### config.mk
export PLATFORM = sky130hd
export DESIGN_NAME = spi_port
export DESIGN_NICKNAME = d
export VERILOG_FILES = /design/src/common/spi_port_pkg.sv /design/src/core/spi_port.sv
export SDC_FILE = /design/constraint.sdc
export NUM_CORES = 1
export LEC_CHECK = 0
export ABC_AREA = 1
export BUFFER_PORTS_ARGS = -buffer_cell sky130_fd_sc_hd__buf_2
export CORE_MARGIN = 2
export CORE_UTILIZATION = 50
export CTS_BUF_LIST = sky130_fd_sc_hd__clkbuf_8
export DETAILED_ROUTE_END_ITERATION = 8
export PLACE_DENSITY = 0.71
export SYNTH_ARGS = -nofsm -noshare
export SYNTH_HDL_FRONTEND = slang
export SYNTH_SLANG_ARGS = --single-unit
### constraint.sdc
create_clock -name core_clk_i -period 2.2 [get_ports core_clk_i]
set_input_delay 0.44 -clock core_clk_i [delete_from_list [all_inputs] [get_ports core_clk_i]]
set_output_delay 0.44 -clock core_clk_i [all_outputs]
set_load 0.02 [all_outputs]
### src/common/spi_port_pkg.sv
// Shared constants, register map and carrier types for the serial port block
package spi_port_pkg;

  // ****************************************************************
  // Register indices on the local register port
  // ****************************************************************
  localparam logic [2:0] ADDR_CTRL1   = 3'h0;   // Serial control 1
  localparam logic [2:0] ADDR_CTRL2   = 3'h1;   // Serial control 2
  localparam logic [2:0] ADDR_DIVIDER = 3'h2;   // Clock rate select
  localparam logic [2:0] ADDR_FLAGS   = 3'h3;   // Status flags
  localparam logic [2:0] ADDR_DATA    = 3'h4;   // Shift data
  localparam logic [2:0] ADDR_PINS    = 3'h5;   // Port pin data
  localparam logic [2:0] ADDR_DIR     = 3'h6;   // Port direction
  localparam logic [2:0] ADDR_PULLDRV = 3'h7;   // Pull-up and drive groups

  // ****************************************************************
  // Reset values
  // ****************************************************************
  localparam logic [7:0] CTRL1_RST    = 8'h00;  // Slave, disabled
  localparam logic [7:0] CTRL2_RST    = 8'h00;  // Normal pins
  localparam logic [2:0] DIVIDER_RST  = 3'h0;   // Divide by two
  localparam logic [7:0] DIR_RST      = 8'h00;  // All pins input
  localparam logic [7:0] LATCH_RST    = 8'h00;  // Port latch
  localparam logic [7:0] PULLDRV_RST  = 8'h00;  // No pulls, full drive

  // ****************************************************************
  // Field positions
  // ****************************************************************
  localparam int FLAG_DONE_POS   = 7;           // Transfer complete
  localparam int FLAG_COLL_POS   = 6;           // Write collision
  localparam int FLAG_FAULT_POS  = 4;           // Mode fault
  localparam int PD_PU_UPPER_POS = 6;           // Pull-up pins 7..4
  localparam int PD_PU_MID_POS   = 5;           // Pull-up pins 3..2
  localparam int PD_PU_LOW_POS   = 4;           // Pull-up pins 1..0
  localparam int PD_RD_UPPER_POS = 2;           // Reduced drive 7..4
  localparam int PD_RD_MID_POS   = 1;           // Reduced drive 3..2
  localparam int PD_RD_LOW_POS   = 0;           // Reduced drive 1..0
  localparam int PIN_RXD  = 0;                  // Async receive pin
  localparam int PIN_TXD  = 1;                  // Async transmit pin
  localparam int PIN_MISO = 4;                  // Slave data out
  localparam int PIN_MOSI = 5;                  // Master data out
  localparam int PIN_SCK  = 6;                  // Serial clock
  localparam int PIN_SEL  = 7;                  // Slave select

  // ****************************************************************
  // Timing counts
  // ****************************************************************
  localparam logic [3:0] LAST_EDGE = 4'hF;      // Sixteenth clock edge

  // ****************************************************************
  // Carrier types
  // ****************************************************************
  typedef struct packed {
    logic serial_irq_enable;
    logic serial_system_enable;
    logic wired_or_enable;
    logic master_select;
    logic clock_polarity;
    logic clock_phase;
    logic select_output_enable;
    logic lsb_first;
  } ctrl1_t;

  typedef struct packed {
    logic [3:0] spare;
    logic       port_pullup_enable;
    logic       port_reduced_drive;
    logic       spare0;
    logic       bidir_pin_control;
  } ctrl2_t;

  typedef struct packed {
    logic [2:0] addr;   // Register index
    logic [7:0] wdata;  // Write data
    logic       wr;     // Write strobe
    logic       rd;     // Read strobe
  } reg_req_t;

  typedef enum logic {
    ST_IDLE = 1'b0,
    ST_BUSY = 1'b1
  } xfer_state_t;

endpackage

### src/core/spi_port.sv
// Serial peripheral port with shared eight-pin general-purpose port
//
// Function
// Wired-or makes upper and serial outputs open-drain
// Master-select bit chooses slave or master
// Idle master clock follows polarity bit
// Bit order selectable, register keeps MSB
// Select output only master, enable and dir7
// Bidirectional mode uses one data pin
// Slave output needs dir4, select low, slave
// Master data needs dir5, clock dir6
// Port pull-up only on input pins
// Clock divisor two to 256, reset two
// Complete flag set, cleared read-then-data
// Busy write discarded, collision flag set
// Master select low sets fault unless dir7 or select output enable
// Fault clears by read then control write
// Read buffered byte, write loads shifter
// Reset clears all direction bits
// Port read gives pin or driver level
// Port latch drives only general outputs
// Async two-wire forces pin0 in, pin1 out
// Enabled port forces serial inputs in
// Pin 7 role depends on master mode
// Three pull-up and drive groups
// Phase bit picks sampling edge
// Interrupt on complete or fault flag
// Select output low during each transfer
// Master write while idle starts transfer
`timescale 1ns/1ns
module spi_port
  import spi_port_pkg::*;
(
  input  wire logic     core_clk_i,     // Bus clock
  input  wire logic     resetn_i,       // Synchronous reset, low
  input  wire reg_req_t reg_req_i,      // Register request
  output logic [7:0]    reg_rdata_o,    // Read data, cycle after read
  input  wire logic [7:0] pin_i,        // Pin levels
  output logic [7:0]    pin_o,          // Pin drive values
  output logic [7:0]    pin_oe_o,       // Pin drive enables
  output logic [7:0]    pullup_o,       // Pull-up enables
  output logic [7:0]    reduced_drive_o,// Reduced drive enables
  input  wire logic     async_rx_en_i,  // Async receiver two-wire
  input  wire logic     async_tx_en_i,  // Async transmitter two-wire
  input  wire logic     async_txd_i,    // Async transmit data
  output logic          irq_o           // Interrupt request
);

  // ****************************************************************
  // Registers
  // ****************************************************************
  ctrl1_t      ctrl1_r;          // Control 1
  ctrl2_t      ctrl2_r;          // Control 2
  logic [2:0]  rate_r;           // Clock rate select
  logic [7:0]  dir_r;            // Port direction
  logic [7:0]  latch_r;          // Port output latch
  logic [7:0]  pulldrv_r;        // Pull and drive groups
  logic        done_r;           // Transfer complete flag
  logic        coll_r;           // Write collision flag
  logic        fault_r;          // Mode fault flag
  logic        done_arm_r;       // Status read saw complete
  logic        coll_arm_r;       // Status read saw collision
  logic        fault_arm_r;      // Status read saw fault
  logic [7:0]  shift_r;          // Shifter
  logic [7:0]  rxbuf_r;          // Received byte buffer
  logic        out_bit_r;        // Bit on the data output
  xfer_state_t state_r;          // Transfer state
  logic [3:0]  edge_cnt_r;       // Clock edges in transfer
  logic [6:0]  div_cnt_r;        // Divider counter
  logic        sck_r;            // Master clock level
  logic        sck_prev_r;       // Previous slave clock level
  logic [7:0]  rdata_r;          // Read data
  logic [7:0]  pin_o_r;          // Pin values
  logic [7:0]  pin_oe_r;         // Pin enables
  logic [7:0]  pullup_r;         // Pull-ups
  logic [7:0]  rdrive_r;         // Reduced drive
  logic        irq_r;            // Interrupt

  // ****************************************************************
  // Register decode
  // ****************************************************************
  wire wr_ctrl1  = reg_req_i.wr && (reg_req_i.addr == ADDR_CTRL1);
  wire wr_ctrl2  = reg_req_i.wr && (reg_req_i.addr == ADDR_CTRL2);
  wire wr_rate   = reg_req_i.wr && (reg_req_i.addr == ADDR_DIVIDER);
  wire wr_data   = reg_req_i.wr && (reg_req_i.addr == ADDR_DATA);
  wire wr_pins   = reg_req_i.wr && (reg_req_i.addr == ADDR_PINS);
  wire wr_dir    = reg_req_i.wr && (reg_req_i.addr == ADDR_DIR);
  wire wr_pd     = reg_req_i.wr && (reg_req_i.addr == ADDR_PULLDRV);
  wire rd_flags  = reg_req_i.rd && (reg_req_i.addr == ADDR_FLAGS);
  wire rd_data   = reg_req_i.rd && (reg_req_i.addr == ADDR_DATA);
  wire data_acc  = wr_data || rd_data;   // Any data register access

  // ****************************************************************
  // Mode decode
  // ****************************************************************
  wire enabled   = ctrl1_r.serial_system_enable;
  wire master    = enabled && ctrl1_r.master_select;
  wire slave     = enabled && !ctrl1_r.master_select;
  wire bidir     = ctrl2_r.bidir_pin_control;
  wire busy      = (state_r == ST_BUSY);
  wire sel_in    = pin_i[PIN_SEL];
  wire sel_out   = master && dir_r[PIN_SEL] && ctrl1_r.select_output_enable;
  // Data input pin: bidirectional mode reuses the output pin
  wire data_in   = master ? (bidir ? pin_i[PIN_MOSI] : pin_i[PIN_MISO])
                          : (bidir ? pin_i[PIN_MISO] : pin_i[PIN_MOSI]);
  // Current outgoing bit of the shifter
  wire cur_out   = ctrl1_r.lsb_first ? shift_r[0] : shift_r[7];
  // Shifter after taking one bit in
  wire [7:0] shifted = ctrl1_r.lsb_first ? {data_in, shift_r[7:1]}
                                         : {shift_r[6:0], data_in};
  // Mode fault: master with select input low and pin 7 as input
  wire fault_set = master && !dir_r[PIN_SEL] && !sel_in;

  // ****************************************************************
  // Clock divider, half period is 2^rate cycles
  // ****************************************************************
  wire [6:0] half_m1 = 7'((8'h01 << rate_r) - 8'h01);
  wire       tick    = master && busy && (div_cnt_r == half_m1);

  // ****************************************************************
  // Clock edge events, master or slave
  // ****************************************************************
  wire slave_act  = slave && !sel_in;
  wire slave_edge = slave_act && (pin_i[PIN_SCK] != sck_prev_r);
  wire ev         = tick || slave_edge;
  // Leading edge leaves the idle level
  wire lead       = master ? (sck_r == ctrl1_r.clock_polarity)
                           : (pin_i[PIN_SCK] != ctrl1_r.clock_polarity);
  wire sample     = ev && (lead != ctrl1_r.clock_phase);
  wire launch     = ev && (lead == ctrl1_r.clock_phase);
  wire last_edge  = ev && (edge_cnt_r == LAST_EDGE);
  wire complete   = last_edge && (busy || slave_act);
  wire start      = wr_data && !busy && master;
  wire collide    = wr_data && busy;
  wire abort      = busy && ((master && fault_set) || (slave && sel_in) || !enabled);

  // ****************************************************************
  // Control and port registers
  // ****************************************************************
  always_ff @(posedge core_clk_i)
  begin
    if (!resetn_i)
    begin
      ctrl1_r   <= ctrl1_t'(CTRL1_RST);
      ctrl2_r   <= ctrl2_t'(CTRL2_RST);
      rate_r    <= DIVIDER_RST;
      dir_r     <= DIR_RST;
      latch_r   <= LATCH_RST;
      pulldrv_r <= PULLDRV_RST;
    end
    else
    begin
      if (fault_set && !ctrl1_r.select_output_enable)
      begin
        // Fault drops the enable and master bits
        ctrl1_r.serial_system_enable <= 1'b0;
        ctrl1_r.master_select        <= 1'b0;
      end
      else if (wr_ctrl1)
        ctrl1_r <= ctrl1_t'(reg_req_i.wdata);
      if (wr_ctrl2)
        ctrl2_r <= ctrl2_t'(reg_req_i.wdata);
      if (wr_rate)
        rate_r <= reg_req_i.wdata[2:0];
      if (wr_dir)
        dir_r <= reg_req_i.wdata;
      if (wr_pins)
        latch_r <= reg_req_i.wdata;
      if (wr_pd)
        pulldrv_r <= reg_req_i.wdata;
    end
  end

  // ****************************************************************
  // Status flags; a set in the clearing cycle wins
  // ****************************************************************
  always_ff @(posedge core_clk_i)
  begin
    if (!resetn_i)
    begin
      done_r      <= 1'b0;
      coll_r      <= 1'b0;
      fault_r     <= 1'b0;
      done_arm_r  <= 1'b0;
      coll_arm_r  <= 1'b0;
      fault_arm_r <= 1'b0;
    end
    else
    begin
      // Complete flag
      done_r <= complete || (done_r && !(done_arm_r && data_acc));
      // Collision flag
      coll_r <= collide || (coll_r && !(coll_arm_r && data_acc));
      // Fault flag
      fault_r <= (fault_set && !ctrl1_r.select_output_enable)
                 || (fault_r && !(fault_arm_r && wr_ctrl1));
      // Arm on a status read that sees the flag
      done_arm_r  <= rd_flags ? done_r  : (data_acc ? 1'b0 : done_arm_r);
      coll_arm_r  <= rd_flags ? coll_r  : (data_acc ? 1'b0 : coll_arm_r);
      fault_arm_r <= rd_flags ? fault_r : (wr_ctrl1 ? 1'b0 : fault_arm_r);
    end
  end

  // ****************************************************************
  // Transfer engine
  // ****************************************************************
  always_ff @(posedge core_clk_i)
  begin
    if (!resetn_i)
    begin
      state_r    <= ST_IDLE;
      edge_cnt_r <= 4'h0;
      div_cnt_r  <= 7'h00;
      sck_r      <= 1'b0;
      sck_prev_r <= 1'b0;
      shift_r    <= 8'h00;
      rxbuf_r    <= 8'h00;
      out_bit_r  <= 1'b0;
    end
    else
    begin
      sck_prev_r <= slave_act ? pin_i[PIN_SCK] : ctrl1_r.clock_polarity;
      // Divider runs during any transfer, ticks only in master mode
      div_cnt_r <= (tick || !busy) ? 7'h00 : 7'(div_cnt_r + 7'h01);
      // Master clock toggles per tick, rests at polarity
      if (!(busy && master))
        sck_r <= ctrl1_r.clock_polarity;
      else if (tick)
        sck_r <= !sck_r;
      // Edge counter
      if (abort || !(busy || slave_act))
        edge_cnt_r <= 4'h0;
      else if (ev)
        edge_cnt_r <= 4'(edge_cnt_r + 4'h1);
      // Transfer state
      if (abort || complete)
        state_r <= ST_IDLE;
      else if (start || slave_edge)
        state_r <= ST_BUSY;
      // Shifter: write loads directly, sample shifts in
      if (wr_data && !busy)
        shift_r <= reg_req_i.wdata;
      else if (sample)
        shift_r <= shifted;
      // Received byte goes to the read buffer
      if (complete)
        rxbuf_r <= sample ? shifted : shift_r;
      // Output bit follows shifter while idle, moves on launch
      if (!(busy || slave_act) || launch)
        out_bit_r <= (wr_data && !busy) ? (ctrl1_r.lsb_first ? reg_req_i.wdata[0]
                                                             : reg_req_i.wdata[7])
                                        : cur_out;
    end
  end

  // ****************************************************************
  // Pin assignment, one wire set per pin
  // ****************************************************************
  logic [7:0] drv_oe;   // Drive enable before open-drain
  logic [7:0] drv_val;  // Drive value before open-drain
  logic [7:0] fin_oe;   // Final enable
  logic [7:0] fin_val;  // Final value
  logic [7:0] grp_pu;   // Pull-up group per pin
  logic [7:0] grp_rd;   // Drive group per pin

  always_comb
  begin
    // General-purpose defaults
    drv_oe  = dir_r;
    drv_val = latch_r;
    // Async two-wire overrides
    if (async_rx_en_i)
      drv_oe[PIN_RXD] = 1'b0;
    if (async_tx_en_i)
    begin
      drv_oe[PIN_TXD]  = 1'b1;
      drv_val[PIN_TXD] = async_txd_i;
    end
    if (slave)
    begin
      // Slave data out on MISO; clock, select and, unless bidirectional, MOSI inputs
      drv_oe[PIN_MISO]  = dir_r[PIN_MISO] && !sel_in;
      drv_val[PIN_MISO] = out_bit_r;
      if (!bidir)
        drv_oe[PIN_MOSI] = 1'b0;
      drv_oe[PIN_SCK] = 1'b0;
      drv_oe[PIN_SEL] = 1'b0;
    end
    else if (master)
    begin
      if (!bidir)
        drv_oe[PIN_MISO] = 1'b0;
      drv_oe[PIN_MOSI]  = dir_r[PIN_MOSI];
      drv_val[PIN_MOSI] = out_bit_r;
      drv_oe[PIN_SCK]   = dir_r[PIN_SCK];
      drv_val[PIN_SCK]  = sck_r;
      if (sel_out)
        drv_val[PIN_SEL] = !busy;
      else if (!dir_r[PIN_SEL])
        drv_oe[PIN_SEL] = 1'b0;
    end
    // Open-drain on serial and upper pins
    fin_oe  = drv_oe;
    fin_val = drv_val;
    if (ctrl1_r.wired_or_enable)
    begin
      fin_oe[7:4]  = drv_oe[7:4] & ~drv_val[7:4];
      fin_val[7:4] = 4'h0;
    end
    // Group enables
    grp_pu = {{4{pulldrv_r[PD_PU_UPPER_POS]}}, {2{pulldrv_r[PD_PU_MID_POS]}},
              {2{pulldrv_r[PD_PU_LOW_POS]}}};
    grp_rd = {{4{pulldrv_r[PD_RD_UPPER_POS]}}, {2{pulldrv_r[PD_RD_MID_POS]}},
              {2{pulldrv_r[PD_RD_LOW_POS]}}};
  end

  // Read of port data: pin for inputs, driver value for outputs
  wire [7:0] port_read = (drv_oe & drv_val) | (~drv_oe & pin_i);
  // Flag byte
  wire [7:0] flags_read = (8'(done_r) << FLAG_DONE_POS) | (8'(coll_r) << FLAG_COLL_POS)
                          | (8'(fault_r) << FLAG_FAULT_POS);
  // Control 1 reads the enable as zero under fault
  wire [7:0] ctrl1_read = fault_r ? (8'(ctrl1_r) & 8'hBF) : 8'(ctrl1_r);

  // Read mux
  logic [7:0] rsel;
  always_comb
  begin
    unique case (reg_req_i.addr)
      ADDR_CTRL1:   rsel = ctrl1_read;
      ADDR_CTRL2:   rsel = 8'(ctrl2_r);
      ADDR_DIVIDER: rsel = {5'h00, rate_r};
      ADDR_FLAGS:   rsel = flags_read;
      ADDR_DATA:    rsel = rxbuf_r;
      ADDR_PINS:    rsel = port_read;
      ADDR_DIR:     rsel = dir_r;
      ADDR_PULLDRV: rsel = pulldrv_r;
    endcase
  end

  // ****************************************************************
  // Output flops
  // ****************************************************************
  always_ff @(posedge core_clk_i)
  begin
    if (!resetn_i)
    begin
      rdata_r  <= 8'h00;
      pin_o_r  <= 8'h00;
      pin_oe_r <= 8'h00;
      pullup_r <= 8'h00;
      rdrive_r <= 8'h00;
      irq_r    <= 1'b0;
    end
    else
    begin
      rdata_r  <= reg_req_i.rd ? rsel : 8'h00;
      pin_o_r  <= fin_val;
      pin_oe_r <= fin_oe;
      // Pull-ups only on pins not driving
      pullup_r <= ~drv_oe & (grp_pu | {8{ctrl2_r.port_pullup_enable}});
      rdrive_r <= grp_rd | {8{ctrl2_r.port_reduced_drive}};
      irq_r    <= ctrl1_r.serial_irq_enable && (done_r || fault_r);
    end
  end

  assign reg_rdata_o     = rdata_r;
  assign pin_o           = pin_o_r;
  assign pin_oe_o        = pin_oe_r;
  assign pullup_o        = pullup_r;
  assign reduced_drive_o = rdrive_r;
  assign irq_o           = irq_r;

  // ****************************************************************
  // Checks
  // ****************************************************************
  a_done_sets: assert property (@(posedge core_clk_i) disable iff (!resetn_i)
    complete |=> done_r) else $error("complete flag not set");
  a_coll_sets: assert property (@(posedge core_clk_i) disable iff (!resetn_i)
    collide |=> coll_r && $stable(rxbuf_r)) else $error("collision not flagged");
  a_fault_inhibit: assert property (@(posedge core_clk_i) disable iff (!resetn_i)
    $rose(fault_r) |-> $past(!dir_r[PIN_SEL] && !sel_in)) else $error("bad fault");
  a_dir_reset: assert property (@(posedge core_clk_i)
    !resetn_i |=> dir_r == 8'h00 && pin_oe_o == 8'h00) else $error("dir not cleared");
  a_sck_idle: assert property (@(posedge core_clk_i) disable iff (!resetn_i)
    (master && !busy) [*2] |-> sck_r == $past(ctrl1_r.clock_polarity)) else $error("sck idle");
  a_slave_gate: assert property (@(posedge core_clk_i) disable iff (!resetn_i)
    $past(slave) && pin_oe_o[PIN_MISO] |-> $past(dir_r[PIN_MISO] && !sel_in))
    else $error("slave out gate");
  a_open_drain: assert property (@(posedge core_clk_i) disable iff (!resetn_i)
    $past(ctrl1_r.wired_or_enable) |-> (pin_o_r[7:4] == 4'h0)) else $error("not open drain");
  a_irq_follows: assert property (@(posedge core_clk_i) disable iff (!resetn_i)
    irq_o == $past(ctrl1_r.serial_irq_enable && (done_r || fault_r))) else $error("irq");
  a_start_busy: assert property (@(posedge core_clk_i) disable iff (!resetn_i)
    start && !abort |=> busy) else $error("no start");

endmodule // spi_port

[Word level (Yosys, flattened, before mapping)]
Index checks and enable logic that the tools add are counted.
Cells by class
  add/sub/neg operators: 3
  equal/unequal tests: 15
  shifts and indexed selects: 1
  multiplexer cells: 34
  bitwise operators: 13
  reductions and logical operators: 73
Operator list (number)
  $pmux 8 s8: 1
  $logic_and 1x1->1: 38
  $and 8x8->8: 3
  $mux 1: 24
  $mux 8: 3
  $or 8x8->8: 3
  $logic_or 1x1->1: 14
  $eq 3x3->1 const B: 4
  $mux 4: 3
  $logic_not 1->1: 11
  $reduce_or 2->1: 5
  $not 8->8: 1
  $or 8x5->8: 1
  $or 8x7->8: 1
  $add 7x1->7 const B: 1
  $eq 7x7->1: 1
  $mux 7: 1
  $shl 1x3->7 const A: 1
  $sub 7x1->7 const B: 1
  $eq 3x2->1 const B: 2
  $mux 3: 2
  $add 4x1->4 const B: 1
  $and 4x4->4: 1
  $eq 4x4->1 const B: 1
  other kinds (9): 15
Word-level totals
  register bits: 121
  input bits: 26
  output and inout port bits: 41
  logic and storage cells: 177

[Logic depth before layout (Yosys ltp)]
  word-level depth: 10
  mapped depth: 15

[Worst setup path after synthesis]
Ideal clock, no wire load.
  path type: reg-to-reg
  start: register rate_r[2]
  end: register rxbuf_r[6]
  arrival: 1.441 ns
  required time: 2.087 ns
  slack: 0.646 ns
  cell stages (with the launch flop): 13
  cells stage by stage: dfxtp_1 -> buf_6 -> nand3_1 -> xor2_1 -> nor2_2 -> nand3_2 -> nand2_4 -> nand2_4 -> clkinv_4 -> buf_6 -> nand3_1 -> nand2_1 -> nor2_1
On the way
  word-level cells in the longest chain between the ends: 7
  elaborated cells on any way between the ends: 9
  those cells by class: add/sub: 1; eq/ne: 1; shift: 1; mux: 1; reduce/logical: 5
Ends and longest elaborated chain
  from (decl): RTL line spi_port.sv:54  | logic [2:0] rate_r;
  from (signal assigned): RTL line spi_port.sv:164  | rate_r <= reg_req_i.wdata[2:0];
  $shl 1x3->7 *: RTL line spi_port.sv:117  | wire [6:0] half_m1 = 7'((8'h01 << rate_r) - 8'h01);
  $sub 7x1->7 *: RTL line spi_port.sv:117
  $eq 7x7->1 *: RTL line spi_port.sv:118  | wire tick = master && busy && (div_cnt_r == half_m1);
  $logic_and 1x1->1 *: RTL line spi_port.sv:118
  $logic_or 1x1->1 *: RTL line spi_port.sv:125  | wire ev = tick || slave_edge;
  $logic_and 1x1->1 (on tied branches): RTL line spi_port.sv:129, spi_port.sv:131
  $mux 8 or $logic_and 1x1->1 (tied branches): RTL line spi_port.sv:247, spi_port.sv:132
  to (signal assigned): RTL line spi_port.sv:247  | rxbuf_r <= sample ? shifted : shift_r;
  to (decl): RTL line spi_port.sv:65  | logic [7:0] rxbuf_r;
Every way passes the cells marked *; elsewhere a longest branch is shown, timed or not.
A chain may end at the register's enable or synchronous reset.

[Worst setup path after layout]
  start: register ctrl1_r (netlist bit enabled)
  end: register rxbuf_r[5]
On the way
  word-level cells in the longest chain between the ends: 6
  elaborated cells on any way between the ends: 14
  those cells by class: eq/ne: 1; mux: 2; reduce/logical: 11
Ends and longest elaborated chain
  from (decl): RTL line spi_port.sv:52  | ctrl1_t ctrl1_r;
  from (signal assigned): RTL line spi_port.sv:144  | ctrl1_r <= ctrl1_t'(CTRL1_RST);
  from (signal assigned): RTL line spi_port.sv:160  | ctrl1_r <= ctrl1_t'(reg_req_i.wdata);
  $logic_and 1x1->1 (on tied branches): RTL line spi_port.sv:97, spi_port.sv:98
  $logic_and 1x1->1 (on tied branches): RTL line spi_port.sv:118, spi_port.sv:123
  $logic_and 1x1->1 (on tied branches): RTL line spi_port.sv:118, spi_port.sv:124
  $logic_or 1x1->1: RTL line spi_port.sv:125
  $logic_and 1x1->1 (on tied branches): RTL line spi_port.sv:129, spi_port.sv:131
  $mux 8 or $logic_and 1x1->1 (tied branches): RTL line spi_port.sv:247, spi_port.sv:132
Several ways; a longest one is shown, not always the timed one.

==> results.json <==
{
  "status": "completed",
  "postRouteAntennaNets": 0,
  "start_util": 0.5204,
  "synth.area.top_cells": "dfxtp_1 45%, nand2_1 9.4%, a21oi_1 7.0%, o21ai_0 6.5%, inv_1 6.2%",
  "cts_tree": "built",
  "crit_slowest_cell": "dfxtp_1",
  "drc": 0,
  "max_stage_delay_ns": 0.37,
  "cts.hold.buffers_added": 0,
  "p_sw_uw": 1169,
  "total_leakage_power_uw": 0.002686,
  "clkPwrFrac": 0.463,
  "path_cells": "inv_1, nor2_2, inv_1, nor2_1, nand2_1, nand2_4, nand2_4, clkinv_4, nand3_1, nand2_1, nor2_2",
  "numCtsBuffers": 17,
  "ys_ff_latch": 116,
  "min_period_ns": 1.890,
  "power_density_nw_per_um2": 796.3,
  "hp-class": "in -> reg",
  "grt.overflow.total": 0,
  "finalClockSkew_ns": 0.007169,
  "rsz0062_at_grt": "false",
  "grt_pass1_vias": 4639,
  "vias": 4932,
  "synth_edf_count": 0,
  "avgSynthCellArea_um2": 7.355,
  "finalSetupTns_ns": 0,
  "switching_share": 0.2450,
  "worstSkewPairLatency_ns": 0.43,
  "io_buffer_count": 66,
  "path_class": "reg -> reg",
  "fillers": 888,
  "worst-path-max-fanout": 16,
  "synthFlopType": "dfxtp_1",
  "relSlewSlack": 0.5929,
  "antenna_found_initial": 0,
  "die_x_um": 105.3,
  "worst_pin_slew_ns": 0.6043,
  "rows": 36,
  "clock-sinks": 116,
  "die-area_um2": 11090,
  "setup.worst_path.start_class": "flop",
  "ys_warn_count": 0,
  "routed_wl_um": 13990,
  "combPwrFrac": 0.079,
  "synth.distinct_cells": 44,
  "clkSlewWorstSetupHoldPaths_ns": 0.07,
  "fin_util": 0.6074,
  "pwr-share-seq": 0.458,
  "syn_area_um2": 5134,
  "layout-drive-gt1-share": 0.1861,
  "syn_inst": 698,
  "place_hpwl_um": 10280,
  "drv_slew": 0,
  "critPathCaptureType": "flop",
  "timing.hold.ws_ns": 0.2859,
  "cap_violations": 0,
  "area_growth_pct": 16.72,
  "cp_data_required_time_ns": 2.53,
  "vias_per_cell": 5.408,
  "cts-root-buf": "clkbuf_8",
  "htree_levels": 4,
  "synth_top_area_cell": "dfxtp_1",
  "max_freq_ghz": 0.5292,
  "grt_pass1_wl_um": 22310,
  "synth_most_common_cell": "nand2_1",
  "hold_viol": 0,
  "ys_async_sr_fraction": 0,
  "pin_count": 67,
  "die_h_um": 105.3,
  "globalplace.congestion": 0.9767,
  "ir_worst_vdd_mv": 0.3656,
  "clock_path_buffers": 2,
  "grt_max_degree": 32,
  "ys_seq_area_frac": 0.4524,
  "first_iter_violations": 298,
  "seq_area_um2": 2322,
  "grt_usage": 0.2563,
  "cp.arrival_ns": 2.22,
  "setup_viol": 0,
  "min_period_over_period": 0.8590,
  "avgRoutedWirePerCell_um": 15.34,
  "multi_input_area_um2": 2288,
  "drt_pass1_iterations": 6,
  "nNetsFinal": 794,
  "cts_resized": 0,
  "core_region_area_um2": 9864,
  "power_uw": 4771,
  "synth_nets": 726,
  "synth_top_area_frac": 0.4524,
  "synthTopCellsByCount": "129 x nand2_1, 116 x dfxtp_1, 85 x inv_1",
  "intPower_uw": 3602,
  "post_cts_buffers": 0,
  "diodes": 0
}
-- sequential cells by signal, summed over array words and instances, names as in the netlist, 3 cells and up --
signal,count
div_cnt_r,7
reduced_drive_o,3
ctrl1_r,7
ctrl2_r,7
rxbuf_r,8
pulldrv_r,8
pullup_o,8
shift_r,8
latch_r,8
dir_r,8
rate_r,3
pin_oe_o,8
reg_rdata_o,8
edge_cnt_r,4
pin_o,8
-- cell type report --
| type | instances | area share |
|---|---|---|
| inverter | 95 | 0.06035 |
| multi-input combinational | 460 | 0.3819 |
| sequential | 116 | 0.3876 |
| clock buffer | 17 | 0.03905 |
| clock inverter | 15 | 0.03571 |
| timing repair buffer | 76 | 0.06766 |
| tap | 133 | 0.02777 |
-- layer usage --
metal,global-route usage,share of wire,up-vias
li1,-,-,2422
met2,0.4147,0.46,252
met3,0.04391,0.079,29
met4,0.1219,0.026,0
met1,0.3320,0.43,2229
met5,0,0,-
-- logic make-up (layout without fill, tap and decap cells) --
group                      count (synthesis)  count (layout)  share of synthesized area
AOI/OAI and AO/OA                        165             165                     0.1750
buffers and inverters                    122             203                     0.1019
DFF                                      116             116                     0.4524
and+or+nand+nor                          284             284                     0.2491
xor gates and xnor gates                   9               9                    0.01682
adders and majority gates                  2               2                   0.004874
-- metrics by stage --
| stage | worst slack (ns) | cell area [um^2] | cells |
|---|---|---|---|
| final | 0.3102 | 5992 | 912 |
| after global routing | 0.1203 | 5992 | 912 |
| after CTS | 0.3141 | 5992 | 912 |
| after detailed placement | 0.2526 | 5544 | 880 |
| after global placement | 0.2211 | 5544 | 880 |
| after floorplan | 0.6464 | 5134 | 698 |
-- placed cells by master, fill, tap and decap left out, drive strengths merged, types with 3 or more instances in the layout --
master,count
dfxtp,116
nor2,75
buf,76
bufinv,5
o211ai,4
a21oi,72
nand3,52
clkbuf,17
nor3,12
nand2,137
inv,93
clkinvlp,3
a31oi,5
nand4,3
xor2,7
a221oi,4
o21ai,68
clkinv,9
or2,3
-- critical path: cells and delay by family, from the launching register on --
family / cells / cell delay, ns
and+or+nand+nor: 8 / 1.11
DFF: 1 / 0.37
buffers and inverters: 3 / 0.29
-- path summary, 6_finish.rpt --
kind	from	slack, ns	end	cells past startpoint
min	async_rx_en_i	0.29	pullup_o[0]$_SDFF_PN0_	3
max reg2reg	enabled$_SDFFE_PP0P_	0.31	rxbuf_r[5]$_SDFFE_PN0P_	11
max	enabled$_SDFFE_PP0P_	0.31	rxbuf_r[5]$_SDFFE_PN0P_	11
min reg2reg	latch_r[3]$_SDFFE_PN0P_	0.43	pin_o[3]$_SDFF_PN0_	2
-- power by group through the flow --
stage               Sequential [uW]  Clock, uW  Combinational, uW
floorplan                      2240          0                223
global placement               2230          0                366
detailed placement             2230          0                369
CTS                            2180       2240                371
global route                   2190       2340                413
finish                         2180       2210                378
(Power assumes the default switching activity.)
